===== src/hdl/tbpwm_defines.svh =====
`ifndef TBPWM_DEFINES_SVH
`define TBPWM_DEFINES_SVH

// timer and duty widths
`define TBPWM_TMR_W       8
`define TBPWM_DUTY_W      10
// control register field positions
`define TBPWM_CTL_LSB_HI  5
`define TBPWM_CTL_LSB_LO  4
`define TBPWM_CTL_MODE_HI 3
`define TBPWM_CTL_MODE_LO 0
// control mode codes for pwm
`define TBPWM_MODE_PWM    4'hc
// reset values
`define TBPWM_RST_BYTE    8'h00
`define TBPWM_RST_DIR     8'hff
// pin carrying the pwm output on port c
`define TBPWM_PIN_IDX     2
// resolution cap
`define TBPWM_RES_MAX     4'ha
// postscaler terminal count
`define TBPWM_POST_LAST   4'hf

`endif


===== src/hdl/tbpwm_pkg.sv =====
package tbpwm_pkg;

    typedef struct packed {
        logic [7:0] period;
        logic [7:0] duty_high;
        logic [7:0] control;
        logic [7:0] direction;
        logic [7:0] port_latch;
    } tbpwm_cfg_t;

    typedef struct packed {
        logic [7:0] pin_out;
        logic [7:0] pin_oe;
    } tbpwm_pins_t;

    typedef enum logic [1:0] {
        TBPWM_IDLE = 2'b00,
        TBPWM_RUN  = 2'b01
    } tbpwm_mode_t;

endpackage : tbpwm_pkg


===== src/hdl/tbpwm_resol.sv =====
`timescale 1ns/1ps
`include "tbpwm_defines.svh"

// ----------------------------------------
// resolution estimate: log2(fosc/fpwm)
// ----------------------------------------
module tbpwm_resol (
    // clocking
    input  wire logic       mclk,
    input  wire logic       arst_n,
    input  wire logic       clk_en,
    // period in quarter cycles minus one
    input  wire logic [9:0] period_q,
    // result
    output logic      [3:0] res_bits
);
    import tbpwm_pkg::*;

    typedef struct packed {
        logic [3:0] res;
    } tbpwm_res_st_t;

    tbpwm_res_st_t st;
    tbpwm_res_st_t next_st;
    logic [3:0]    msb;

    always_comb begin
        msb = 4'h0;
        for (int i = 0; i < 10; i++) begin
            if (period_q[i]) begin
                msb = 4'(i + 1);
            end
        end
        next_st = st;
        next_st.res = (msb > `TBPWM_RES_MAX) ? `TBPWM_RES_MAX : msb;
    end

    always_ff @(posedge mclk or negedge arst_n) begin
        if (!arst_n) begin
            st <= '0;
        end else if (clk_en) begin
            st <= next_st;
        end
    end

    assign res_bits = st.res;
endmodule // tbpwm_resol


===== src/hdl/tbpwm_core.sv =====
`timescale 1ns/1ps
`include "tbpwm_defines.svh"

// Behaviour
// - timer clears after period match
// - pin set at restart unless zero duty
// - buffered duty copied at restart
// - postscaler ignored for pwm period
// - duty is buffer plus control bits
// - writes anytime, effective next period
// - active duty read only
// - active duty plus hidden latch
// - clear pin on ten bit match
// - long duty keeps pin high
// - zero control clears output latch
// - resolution is log2 capped ten
// - direction one input, zero drives

module tbpwm_core #(
    // postscaler terminal count
    parameter logic [3:0] POST_LAST = `TBPWM_POST_LAST,
    // port c pin carrying the pwm output
    parameter int         PWM_PIN   = `TBPWM_PIN_IDX
) (
    // clocking
    input  wire logic                 mclk,
    input  wire logic                 arst_n,
    input  wire logic                 clk_en,
    // timer prescale tick, quarter phase
    input  wire logic                 tmr_tick,
    input  wire logic                 tmr_on,
    input  wire logic [1:0]           q_phase,
    // software writes
    input  wire logic                 wr_period,
    input  wire logic                 wr_duty,
    input  wire logic                 wr_control,
    input  wire logic                 wr_direction,
    input  wire logic                 wr_port,
    input  wire logic [7:0]           wr_data,
    // pins
    input  wire logic [7:0]           port_c_pins_in,
    output tbpwm_pkg::tbpwm_pins_t    port_c_pins,
    // status
    output tbpwm_pkg::tbpwm_cfg_t     cfg_rd,
    output logic      [7:0]           period_timer,
    output logic      [7:0]           duty_active_high,
    output logic      [7:0]           port_c_read,
    output logic                      pwm_output_pin,
    output logic      [3:0]           res_bits,
    output logic                      postscale_event
);
    import tbpwm_pkg::*;

    // ----------------------------------------
    // state
    // ----------------------------------------
    typedef struct packed {
        tbpwm_cfg_t  cfg;
        tbpwm_mode_t mode;
        logic [7:0]  tmr;
        logic [7:0]  duty_act;
        logic [1:0]  duty_lsb;
        logic        out_latch;
        logic [3:0]  post_cnt;
        logic        post_ev;
        logic [7:0]  sync1;
        logic [7:0]  sync2;
    } tbpwm_st_t;

    tbpwm_st_t  st;
    tbpwm_st_t  next_st;
    logic       match;
    logic       pwm_on;
    logic [9:0] duty_full;
    logic [9:0] tmr_full;
    logic [9:0] period_q;
    logic [9:0] duty_buf;
    logic       run;
    logic       duty_hit;
    logic       pwm_pin_val;

    // ----------------------------------------
    // mode and compare
    // ----------------------------------------
    assign pwm_on = st.cfg.control[`TBPWM_CTL_MODE_HI:`TBPWM_CTL_MODE_LO]
                    == `TBPWM_MODE_PWM;
    assign run    = pwm_on && tmr_on;
    assign match  = st.tmr == st.cfg.period;
    assign tmr_full  = {st.tmr, q_phase};
    assign duty_full = {st.duty_act, st.duty_lsb};
    assign duty_hit  = run && (duty_full == tmr_full);
    assign duty_buf  = {st.cfg.duty_high,
                        st.cfg.control[`TBPWM_CTL_LSB_HI:`TBPWM_CTL_LSB_LO]};
    assign period_q  = {st.cfg.period, 2'b11};

    // ----------------------------------------
    // next state
    // ----------------------------------------
    always_comb begin
        next_st = st;
        next_st.post_ev = 1'b0;
        next_st.mode = pwm_on ? TBPWM_RUN : TBPWM_IDLE;
        // two flop pin synchroniser
        next_st.sync1 = port_c_pins_in;
        next_st.sync2 = st.sync1;
        if (wr_period) begin
            next_st.cfg.period = wr_data;
        end
        if (wr_duty) begin
            next_st.cfg.duty_high = wr_data;
        end
        if (wr_direction) begin
            next_st.cfg.direction = wr_data;
        end
        if (wr_port) begin
            next_st.cfg.port_latch = wr_data;
        end
        if (run) begin
            if (duty_hit) begin
                next_st.out_latch = 1'b0;
            end
            if (tmr_tick) begin
                if (match) begin
                    next_st.tmr = 8'h00;
                    next_st.duty_act = st.cfg.duty_high;
                    next_st.duty_lsb = duty_buf[1:0];
                    next_st.out_latch = (duty_buf != 10'h000);
                    next_st.post_cnt = st.post_cnt + 4'h1;
                    next_st.post_ev = st.post_cnt == POST_LAST;
                end else begin
                    next_st.tmr = st.tmr + 8'h01;
                end
            end
        end
        if (wr_control) begin
            next_st.cfg.control = wr_data;
            if (wr_data == `TBPWM_RST_BYTE) begin
                next_st.out_latch = 1'b0;
            end
        end
    end

    // ----------------------------------------
    // state register
    // ----------------------------------------
    always_ff @(posedge mclk or negedge arst_n) begin
        if (!arst_n) begin
            st <= '0;
            st.cfg.direction <= `TBPWM_RST_DIR;
        end else if (clk_en) begin
            st <= next_st;
        end
    end

    // ----------------------------------------
    // pwm pin source
    // ----------------------------------------
    // output latch in pwm mode, port data otherwise
    assign pwm_pin_val = (st.mode == TBPWM_RUN) ? st.out_latch
                         : st.cfg.port_latch[PWM_PIN];

    // ----------------------------------------
    // pin drivers
    // ----------------------------------------
    // direction selects drive
    genvar g;
    generate
        for (g = 0; g < 8; g++) begin : g_pin
            if (g == PWM_PIN) begin : g_pwm
                assign port_c_pins.pin_out[g] = pwm_pin_val;
            end else begin : g_gp
                assign port_c_pins.pin_out[g] = st.cfg.port_latch[g];
            end
            assign port_c_pins.pin_oe[g] = ~st.cfg.direction[g];
        end
    endgenerate

    // ----------------------------------------
    // resolution
    // ----------------------------------------
    tbpwm_resol u_resol (
        .mclk     (mclk),
        .arst_n   (arst_n),
        .clk_en   (clk_en),
        .period_q (period_q),
        .res_bits (res_bits)
    );

    // ----------------------------------------
    // status outputs
    // ----------------------------------------
    assign cfg_rd           = st.cfg;
    assign period_timer     = st.tmr;
    assign duty_active_high = st.duty_act;
    assign port_c_read      = st.sync2;
    assign pwm_output_pin   = st.out_latch;
    assign postscale_event  = st.post_ev;
endmodule // tbpwm_core


===== config.mk =====
export PLATFORM = sky130hd
export DESIGN_NAME = tbpwm_core
export DESIGN_NICKNAME = d
export VERILOG_FILES = /design/src/hdl/tbpwm_pkg.sv /design/src/hdl/tbpwm_resol.sv /design/src/hdl/tbpwm_core.sv
export VERILOG_INCLUDE_DIRS = /design/src /design/src/hdl
export SDC_FILE = /design/constraint.sdc
export NUM_CORES = 1
export LEC_CHECK = 0
export ABC_AREA = 0
export BUFFER_PORTS_ARGS = -buffer_cell sky130_fd_sc_hd__buf_2
export CORE_MARGIN = 2
export CORE_UTILIZATION = 55
export CTS_BUF_LIST = sky130_fd_sc_hd__clkbuf_4 sky130_fd_sc_hd__clkbuf_8
export DETAILED_ROUTE_END_ITERATION = 7
export HOLD_SLACK_MARGIN = 0.15
export PLACE_DENSITY = 0.83
export SLEW_MARGIN = 25
export SYNTH_ARGS = -nofsm -noshare
export SYNTH_HDL_FRONTEND = slang
export SYNTH_HIERARCHICAL = 1
export SYNTH_SLANG_ARGS = --single-unit

===== constraint.sdc =====
create_clock -name mclk -period 3.55 [get_ports mclk]
set_clock_uncertainty 0.05 [all_clocks]
set_input_delay 0.71 -clock mclk [delete_from_list [all_inputs] [get_ports mclk]]
set_output_delay 0.71 -clock mclk [all_outputs]
set_load 0.05 [all_outputs]

### Word level (Yosys, flattened, before mapping)

Index checks and enable logic that the tools add are counted.

| operators by class | value |
|---|---|
| $add $sub $neg | 2 |
| order comparisons | 1 |
| equal/unequal tests | 5 |
| mux-type cells | 18 |
| bitwise logic cells | 8 |
| reductions and logical operators | 11 |

Operators with widths:

| cell | count |
|---|---|
| $mux 6 | 3 |
| $mux 4 | 4 |
| $mux 3 | 4 |
| $eq 10x10->1 | 1 |
| $reduce_and 2->1 | 5 |
| $reduce_bool 10->1 | 1 |
| $add 8x1->8 const B | 1 |
| $eq 4x4->1 const B | 2 |
| $eq 8x8->1 | 1 |
| $logic_not 8->1 | 1 |
| $mux 8 | 1 |
| $not 1->1 | 8 |
| $mux 1 | 6 |
| $add 4x1->4 const B | 1 |
| $gt 4x4->1 const B | 1 |
| $reduce_and 4->1 | 1 |
| $reduce_and 3->1 | 1 |
| $eq 2x1->1 const B | 1 |
| $logic_and 1x1->1 | 2 |

| word-level totals | value |
|---|---|
| register bits | 86 |
| bits of input ports | 28 |
| output and inout bits | 86 |
| logic and storage cells | 60 |

### Longest topological paths before layout

Gate-level depths: netlist of run 1.

| logic depth | value |
|---|---|
| depth in word-level cells | 10 |
| gate-level depth with buffers | 8 |
| depth with buffers taken out | 5 |

### Modules after synthesis

The synthesis of run 1 kept the hierarchy.

By module, submodules not included:

| module | instances | cells each | area each (um2) | sequential area each (um2) |
|---|---|---|---|---|
| tbpwm_core | 1 | 325 | 4077.7 | 2037.0 |
| tbpwm_resol | 1 | 29 | 240.2 | 100.1 |

### Worst setup path after synthesis of run 1

No wires, ideal clock.

| path | value |
|---|---|
| path kind | input port to flip-flop |
| from | in clk_en |
| to | reg st (netlist bit duty_active_high[1]) |
| library setup time | 0.127 ns |
| data arrival time | 2.014 ns |
| data required time | 3.373 ns |
| slack | 1.359 ns |
| stages | 7 |
| path buffers | 4 |
| path through | clkbuf_1 and4_4 buf_6 and3_4 buf_12 buf_12 mux2_1 |

| on the way | value |
|---|---|
| cells in the longest elaborated chain, start to end | 1 |

Ends and longest elaborated chain:

| what | line | source |
|---|---|---|
| start, declared | tbpwm_core.sv:28 | `input wire logic clk_en,` |
| $reduce_and 4->1 (no line) | n/a |  |
| end signal, assigned | tbpwm_core.sv:151 | `st <= next_st;` |
| end, declared | tbpwm_core.sv:70 | `tbpwm_st_t st;` |

No other way between the ends.
A chain may end at the register's enable or synchronous reset.

==> results of run 1 <==
## sequential cells by signal, indices dropped and copies added, names as in the netlist
| signal | flops |
|---|---|
| next_st | 8 |
| st | 5 |
| postscale_event | 1 |
| cfg_rd | 40 |
| port_c_read | 8 |
| u_resol/res_bits | 4 |
| pwm_output_pin | 1 |
| duty_active_high | 8 |
| duty_full | 2 |
| period_timer | 8 |
## logic make-up (layout without fill, tap and decap cells)
group / Yosys count / count (layout) / synth area share
AO/OA/AOI/OAI: 18 / 18 / 0.0278
XOR/XNOR: 25 / 25 / 0.0524
adder cells (fa/ha/maj): 2 / 2 / 0.00579
buffers and inverters: 94 / 143 / 0.154
flip-flops: 85 / 85 / 0.495
multiplexers: 70 / 70 / 0.183
other: 1 / 3 / 0.000868
AND/OR/NAND/NOR: 59 / 59 / 0.0806
## critical path, cell delays in order, from the launching register on
cell and delay, ns:
dfrtp_1 0.44, mux2_2 0.28, buf_2 0.21
## routing by layer
metal / up-vias / GRT usage
li1: 1222 / -
met1: 1328 / 0.279
met2: 105 / 0.329
met3: 15 / 0.0415
met4: 0 / 0.0833
met5: - / 0
## synthesized netlist by cell type, drive strengths merged
master,count,area share
a211oi,1,0.0017
a21o,1,0.0017
a21oi,3,0.0035
a22o,1,0.0020
and3,3,0.0055
and4,1,0.0026
and4bb,1,0.0029
buf,78,0.14
clkbuf,3,0.0026
conb,1,0.00087
dfrtp,77,0.45
dfstp,8,0.049
ha,2,0.0058
inv,13,0.011
mux2,69,0.18
mux2i,1,0.0023
nand2,14,0.012
nand2b,4,0.0058
nand3,4,0.0046
nand4,10,0.018
nor2,11,0.0096
nor3,2,0.0023
nor4,4,0.0087
o2111ai,1,0.0020
o21ai,6,0.0070
o21bai,1,0.0017
o221ai,1,0.0020
o31a,1,0.0020
o32ai,1,0.0020
o41ai,1,0.0020
or2,1,0.0014
or2b,1,0.0017
or4,3,0.0052
xnor2,12,0.026
xor2,13,0.026
## layout make-up
cell class,instances,area (um^2)
clock buffer,9,124
clock inverter,7,75.1
fill,646,3030
inverter,13,48.8
multi-input combinational,177,1520
sequential,85,2140
tap,102,128
timing repair buffer,114,579
## through the flow
step,total power [mW],worst slack (ns),instance area (um^2),hold WS (ns),util
final,2.72,1.51,4610,0.348,0.603
after global routing,2.83,1.38,4610,0.402,0.603
after CTS,2.73,1.51,4610,0.462,0.603
after detailed placement,2.05,1.46,4410,0.441,0.577
after global placement,2.03,1.48,4410,0.430,0.577
after floorplan,1.97,1.36,4330,0.364,-
## worst paths after layout
check / to / slack, ns
hold reg to reg: port_c_read[7]$_DFFE_PN0P_ / 0.46
min in group mclk: port_c_read[7]$_DFFE_PN0P_ / 0.46
max in group asynchronous: period_timer[1]$_DFFE_PN0P_ / 2.59
setup / recovery: port_c_pins[10] / 1.51
setup reg to reg: duty_full[1]$_DFFE_PN0P_ / 1.53
hold / removal: u_resol/res_bits[2]$_DFFE_PN0P_ / 0.35
## power by group
part           internal [mW]  switching, mW
combinational          0.216          0.620
sequential              1.09          0.110
clock                  0.327          0.362
total                   1.63           1.09
==> flow_summary.ini, run 1 <==
[outcome]
outcome = complete, no violations

[drt]
vias_per_cell = 5.27
vias = 2670
routedWlPerCell_um = 16.8
drtPass1Iterations = 4
met2_length_um = 4200
drt_iter0_drc = 115
ant_nets = 0
met3_wirelength_um = 482
remaining_drc_errors = 0
wl_um = 8540
highest_layer = met4
met1Wirelength_um = 3710

[final_layout]
antenna_cells = 0
layout_common_cells = 112 x buf_2, 77 x dfrtp_1, 67 x mux2_2
drive_gt1_frac = 0.526
area_growth_syn_to_layout_pct = 6.84
fin_nets = 430
final_common_cell = buf_2
stdcell_count = 507

[worst_hold_path]
hp-class = input port to async pin

[clocking]
cts_setup_buffers = 0
h-tree-depth = 3
cts_sinks = 85
insertion_delay_ns = 0.35
ctsResizeCount = 0
clock_tree.buffer_depth = 2
cts-root-buf = clkbuf_8
cts.reportedPaths.clkPinSlew_ns = 0.08
cts_hold_buf = 0
tritoncts = yes
cts_buffers = 9

[critical_path]
crit_fanout = 4
startpoint = pwm_output_pin$_DFFE_PN0P_
arrival_ns = 1.28
reg2reg_depth = 4
r2r-start = period_timer[3]$_DFFE_PN0P_
start_kind = flip-flop
endpoint_kind = primary output
required_ns = 2.79
worst-setup-path-type = flip-flop to primary output

[sta]
finalCritPeriodShare = 0.575
rsz0062_at_grt = no
finalHoldViolCount = 0
setup_violations = 0
fin_crit_ns = 2.04
clock.fmax_ghz = 0.490
setup-tns-final_ns = 0
slew_headroom = 0.493
tightestPinTransition_ns = 0.760
drv_slew = 0

[yosys]
synth_cell_types = 45
syn-instance-count = 354
ys_warn_count = 6
synth-seq-cells = 85
ys_seq_area_frac = 0.495
syn_area_um2 = 4320
avgSynthCellArea_um2 = 12.2

[floorplan]
core_area_um2 = 7650
dieHeight_um = 92.6
rows = 32
initial_core_util = 0.565
die_w_um = 92.6
dieArea_um2 = 8580
boundaryPins = 114

[placement]
port_buffers = 113
dp_hpwl_um = 6000
place_congestion = 0.822
post-place-cells = 491

[power]
leakagePower_nw = 2.27
peakVddDrop_mv = 0.474
power.density_nw_per_um2 = 590

[global_routing]
grt_max_degree = 86
grt_pass1_vias = 2685
antenna_found_initial = 0
gr-total-overflow = 0
grt_pass1_wl_um = 13700
track_usage = 0.207

[job]
max_cap_violations = 0
Power figures use the tool's default switching activity.
==> inputs of run 2 (changes only) <==
--- a/config.mk
+++ b/config.mk
@@ -9,11 +9,11 @@
 export ABC_AREA = 0
 export BUFFER_PORTS_ARGS = -buffer_cell sky130_fd_sc_hd__buf_2
 export CORE_MARGIN = 2
-export CORE_UTILIZATION = 55
+export CORE_UTILIZATION = 49
 export CTS_BUF_LIST = sky130_fd_sc_hd__clkbuf_4 sky130_fd_sc_hd__clkbuf_8
 export DETAILED_ROUTE_END_ITERATION = 7
 export HOLD_SLACK_MARGIN = 0.15
-export PLACE_DENSITY = 0.83
+export PLACE_DENSITY = 0.78
 export SLEW_MARGIN = 25
 export SYNTH_ARGS = -nofsm -noshare
 export SYNTH_HDL_FRONTEND = slang
==> constraint.sdc (replaced) <==
create_clock -name mclk -period 1.76 [get_ports mclk]
set_clock_uncertainty 0.05 [all_clocks]
set_input_delay 0.352 -clock mclk [delete_from_list [all_inputs] [get_ports mclk]]
set_output_delay 0.352 -clock mclk [all_outputs]
set_load 0.05 [all_outputs]
==> run 2 against run 1 <==
The run now ends with setup timing left; total power rose by 120%; critical path depth grew 4; core utilization is 0.92 points lower; register-to-register slack got worse by 1.6 ns.
==> flow_summary.ini, run 2 (synthesized netlist as in run 1, its figures left out) <==
[global_routing]
top_usage_layer = met2
grt_use_met3 = 0.0451
grt_max_degree = 36
antenna_found_initial = 0
track_usage = 0.205
grt.met1_usage = 0.284
use_met2 = 0.328
grt_pass1_vias = 2832
gr-total-overflow = 0
grt_pass1_wl_um = 15400

[critical_path]
r2r-start = cfg_rd[34]$_DFFE_PN0P_
r2r_slack_ns = -0.04
crit_fanout = 4
rr_endpoint = pwm_output_pin$_DFFE_PN0P_
arrival_ns = 2.03
reg2reg_depth = 6
worst-setup-path-type = flip-flop to flip-flop
endpoint_kind = flip-flop
startpoint = cfg_rd[34]$_DFFE_PN0P_
required_ns = 1.98
start_kind = flip-flop

[floorplan]
dieHeight_um = 97.9
dieArea_um2 = 9580
die_w_um = 97.9
rows = 34
boundaryPins = 114
core_area_um2 = 8640
initial_core_util = 0.500

[drt]
drt_iter0_drc = 167
drtPass1Iterations = 4
vias_per_cell = 5.15
routedWlPerCell_um = 17.3
wl_um = 9680
ant_nets = 0
remaining_drc_errors = 0
vias = 2881

[power]
peakVddDrop_mv = 0.618
power.total_mw = 5.86
leakagePower_nw = 2.57
power.density_nw_per_um2 = 1140

[final_layout]
drive_gt1_frac = 0.588
final_common_cell = buf_2
area_growth_syn_to_layout_pct = 18.8
largest_reg_flops = 40
postLayoutCoreUtil = 0.594
fin_nets = 476
stdcell_count = 559
layout_common_cells = 112 x buf_2, 77 x dfrtp_1, 62 x mux2_2
antenna_cells = 0
fillerInstances = 734

[clocking]
h-tree-depth = 3
cts.reportedPaths.clkPinSlew_ns = 0.09
cts-root-buf = clkbuf_8
tritoncts = yes
clock_tree.buffer_depth = 2
insertion_delay_ns = 0.35
cts_sinks = 85
cts_buffers = 9

[worst_hold_path]
hold_end = next_st[5]$_DFFE_PN0P_
min_from = port_c_pins_in[5]
hold-path-cell-count = 2
hp-class = input port to flip-flop

[placement]
dp_hpwl_um = 6800
post-place-cells = 530
port_buffers = 113
place_congestion = 0.869

[sta]
setup-tns-final_ns = -0.379
finalHoldViolCount = 0
setup_violations = 14
rsz0062_at_grt = yes
drv_slew = 0
finalCritPeriodShare = 1.03
clock.fmax_ghz = 0.554
fin_crit_ns = 1.80
finalWorstSetupSlack_ns = -0.0441

[outcome]
outcome = complete, but fails checks
violations = setup timing

[job]
max_cap_violations = 0
## run 2: cell count changes in the layout (fill, tap and decap cells not counted), moves of 2 or more
| cell | before | now |
|---|---|---|
| mux2_4 | 1 | 7 |
| buf_12 | 0 | 3 |
| o21ai_1 | 1 | 3 |
| nand2_1 | 14 | 12 |
| o21ai_0 | 5 | 3 |
| buf_6 | 1 | 4 |
| clkinvlp_4 | 3 | 0 |
| mux2_2 | 67 | 62 |
| buf_4 | 1 | 38 |
## run 2: stage by stage
step	hold slack [ns]	worst slack [ns]	cell area (um^2)
after floorplan	0.00641	-0.132	4330
after global placement	0.214	-0.0759	4710
after detailed placement	0.222	-0.111	4710
after CTS	0.154	-0.00915	5020
after global routing	0.156	-0.120	5130
final	0.175	-0.0441	5130
## run 2: layout make-up
class,instances,area [um^2],area share
Clock buffer,11,145,0.0283
Clock inverter,5,82.6,0.0161
Inverter,13,48.8,0.00951
Timing Repair Buffer,158,961,0.187
Sequential cell,85,2140,0.417
Tap cell,108,135,0.0263
Multi-Input combinational cell,179,1620,0.316
## run 2: worst max-delay path, stage by stage (launching register included)
cell,delay [ns]
dfrtp_1,0.42
xor2_1,0.19
nor4_4,0.35
buf_4,0.19
nand2_4,0.06
o41ai_2,0.31
o21bai_1,0.15
## run 2: repair_timing
action                     in CTS  in global routing
setup buffers                   5                  5
setup endpoints to repair      14                 20
gates resized for setup         3                 18
cloned                          2                  0
hold buffers                    1                  0
pin swaps                       4                 11
hold endpoints to repair       57                  0
## run 2: how the worst max path moves through the flow
stage,depth (start not counted),slack [ns],endpoint
after floorplan,7,-0.13,duty_active_high[0]$_DFFE_PN0P_
after global placement,4,-0.08,duty_active_high[2]$_DFFE_PN0P_
after detailed placement,4,-0.11,st[18]$_DFFE_PN0P_
after CTS,7,-0.009,pwm_output_pin$_DFFE_PN0P_
after global routing,7,-0.12,pwm_output_pin$_DFFE_PN0P_
final,6,-0.04,pwm_output_pin$_DFFE_PN0P_
## run 2: where the power goes
part | total [mW] | switching (mW) | internal, mW | leakage [nW]
Sequential | 2.33 | 0.142 | 2.19 | 1.04
Clock | 1.57 | 0.706 | 0.860 | 0.117
Combinational | 1.96 | 1.39 | 0.572 | 1.41
Total | 5.86 | 2.24 | 3.62 | 2.57
## run 2: routing by layer
| metal | up-vias | wire [um] |
|---|---|---|
| met1 | 1444 | 4290 |
| met3 | 13 | 476 |
| met2 | 98 | 4780 |
| met4 | 0 | 130 |
| li1 | 1326 | - |
| met5 | - | 0 |
==> inputs of run 3 (changes only) <==
--- a/config.mk
+++ b/config.mk
@@ -8,7 +8,6 @@
 export LEC_CHECK = 0
 export ABC_AREA = 0
 export BUFFER_PORTS_ARGS = -buffer_cell sky130_fd_sc_hd__buf_2
-export CORE_MARGIN = 2
 export CORE_UTILIZATION = 49
 export CTS_BUF_LIST = sky130_fd_sc_hd__clkbuf_4 sky130_fd_sc_hd__clkbuf_8
 export DETAILED_ROUTE_END_ITERATION = 7
==> run 3 against run 2 <==
The run still ends with setup timing left; sequential power about the same; via count decreased by 2.0%; critical path depth decreased by 1; setup slack got worse by 0.018 ns; clock-buffer cell count increased by 2; total power about the same; first-iteration DRC count decreased by 5.4%; non-clock buffer count decreased by 6; critical path type unchanged; largest cell class unchanged; highest routed layer unchanged.
==> flow_summary.ini, run 3 (synthesized netlist as in run 1, its figures left out) <==
[power]
peakVddDrop_mv = 0.622
leakagePower_nw = 2.52
power.density_nw_per_um2 = 1160

[final_layout]
fillerInstances = 696
final_common_cell = buf_2
stdcell_count = 549
seqCellArea_um2 = 2140
fin_nets = 469
antenna_cells = 0
area_growth_syn_to_layout_pct = 17.4
multi_input_area_um2 = 1600
drive_gt1_frac = 0.588
layout_common_cells = 112 x buf_2, 77 x dfrtp_1, 58 x mux2_2
largest_reg_flops = 40

[drt]
routedWlPerCell_um = 17.0
vias_per_cell = 5.14
wl_um = 9360
ant_nets = 0
drtPass1Iterations = 4
vias = 2824
remaining_drc_errors = 0
drt_iter0_drc = 158

[clocking]
cts_buffers = 9
cts.reportedPaths.clkPinSlew_ns = 0.09
cts_sinks = 85
tritoncts = yes
cts-root-buf = clkbuf_8
insertion_delay_ns = 0.35
clock_tree.buffer_depth = 2
h-tree-depth = 3

[global_routing]
grt_pass1_vias = 2923
grt.met1_usage = 0.295
grt_use_met3 = 0.0561
track_usage = 0.218
grt_max_degree = 39
grt_pass1_wl_um = 14800
gr-total-overflow = 0
use_met2 = 0.345
antenna_found_initial = 0
top_usage_layer = met2

[floorplan]
die_w_um = 95.9
dieArea_um2 = 9190
dieHeight_um = 95.9
core_area_um2 = 8380
initial_core_util = 0.515
rows = 33
boundaryPins = 114

[critical_path]
endpoint_kind = flip-flop
r2r_slack_ns = -0.06
worst-setup-path-type = flip-flop to flip-flop
arrival_ns = 2.01
start_kind = flip-flop
crit_fanout = 8
required_ns = 1.94

[sta]
fin_crit_ns = 1.82
drv_slew = 0
finalHoldViolCount = 0
finalCritPeriodShare = 1.04
finalWorstSetupSlack_ns = -0.0617
rsz0062_at_grt = yes
setup_violations = 13
clock.fmax_ghz = 0.549

[placement]
dp_hpwl_um = 6840
post-place-cells = 526
port_buffers = 113
post-place-ws_ns = -0.0843
place_congestion = 0.857

[job]
max_cap_violations = 0

[outcome]
violations = setup timing
outcome = complete, but fails checks

[worst_hold_path]
hp-class = input port to flip-flop
-- run 3: where the power goes --
group | internal (mW) | total (mW) | switching, mW
logic | 0.547 | 1.91 | 1.36
registers | 2.19 | 2.34 | 0.150
clock network | 0.933 | 1.61 | 0.673
total | 3.67 | 5.86 | 2.18
-- run 3: final cells by class --
class                   instances  area share
clock buffers                  13      0.0341
flip-flops and latches         85       0.422
multi-input cells             178       0.316
clock inverters                 3      0.0133
well taps                     105      0.0259
repair buffers                152       0.179
inverters                      13     0.00963
-- run 3: routing by layer --
layer / share of wire / vias up
met4: 0.014 / 0
li1: - / 1301
met5: 0 / -
met2: 0.46 / 102
met3: 0.063 / 14
met1: 0.46 / 1407
-- run 3: worst max-delay path, cell delays in order, from the launching register on --
cell	delay (ns)
dfrtp_1	0.40
xor2_1	0.18
nor4_2	0.29
buf_4	0.18
and3_4	0.30
mux2_4	0.32
-- run 3: path summary, 6_finish.rpt --
kind,startpoint,endpoint,cells after the start
max in group asynchronous,arst_n,port_c_read[1]$_DFFE_PN0P_,3
setup reg to reg,cfg_rd[39]$_DFFE_PN0P_,duty_active_high[5]$_DFFE_PN0P_,5
hold / removal,port_c_pins_in[1],next_st[1]$_DFFE_PN0P_,2
min in group asynchronous,arst_n,u_resol/res_bits[2]$_DFFE_PN0P_,2
setup / recovery,cfg_rd[39]$_DFFE_PN0P_,duty_active_high[5]$_DFFE_PN0P_,5
hold reg to reg,cfg_rd[22]$_DFFE_PN0P_,cfg_rd[22]$_DFFE_PN0P_,1
-- run 3: stage by stage --
stage	area (um^2)	setup TNS (ns)	total power [mW]	util	hold slack (ns)
floorplan	4330	-0.739	3.97	-	0.00641
global placement	4680	-0.263	4.23	0.559	0.259
detailed placement	4680	-0.933	4.27	0.559	0.265
CTS	4990	-0.106	5.89	0.595	0.162
global route	5070	-2.11	6.10	0.605	0.169
finish	5070	-0.616	5.86	0.605	0.179
-- run 3: what timing repair did --
item	in CTS	in global routing
cloned	1	0
endpoints found under the setup margin	16	24
pin swaps	5	7
hold endpoints to repair	20	0
hold buffers	1	0
buffers inserted	5	0
resized for setup	2	25
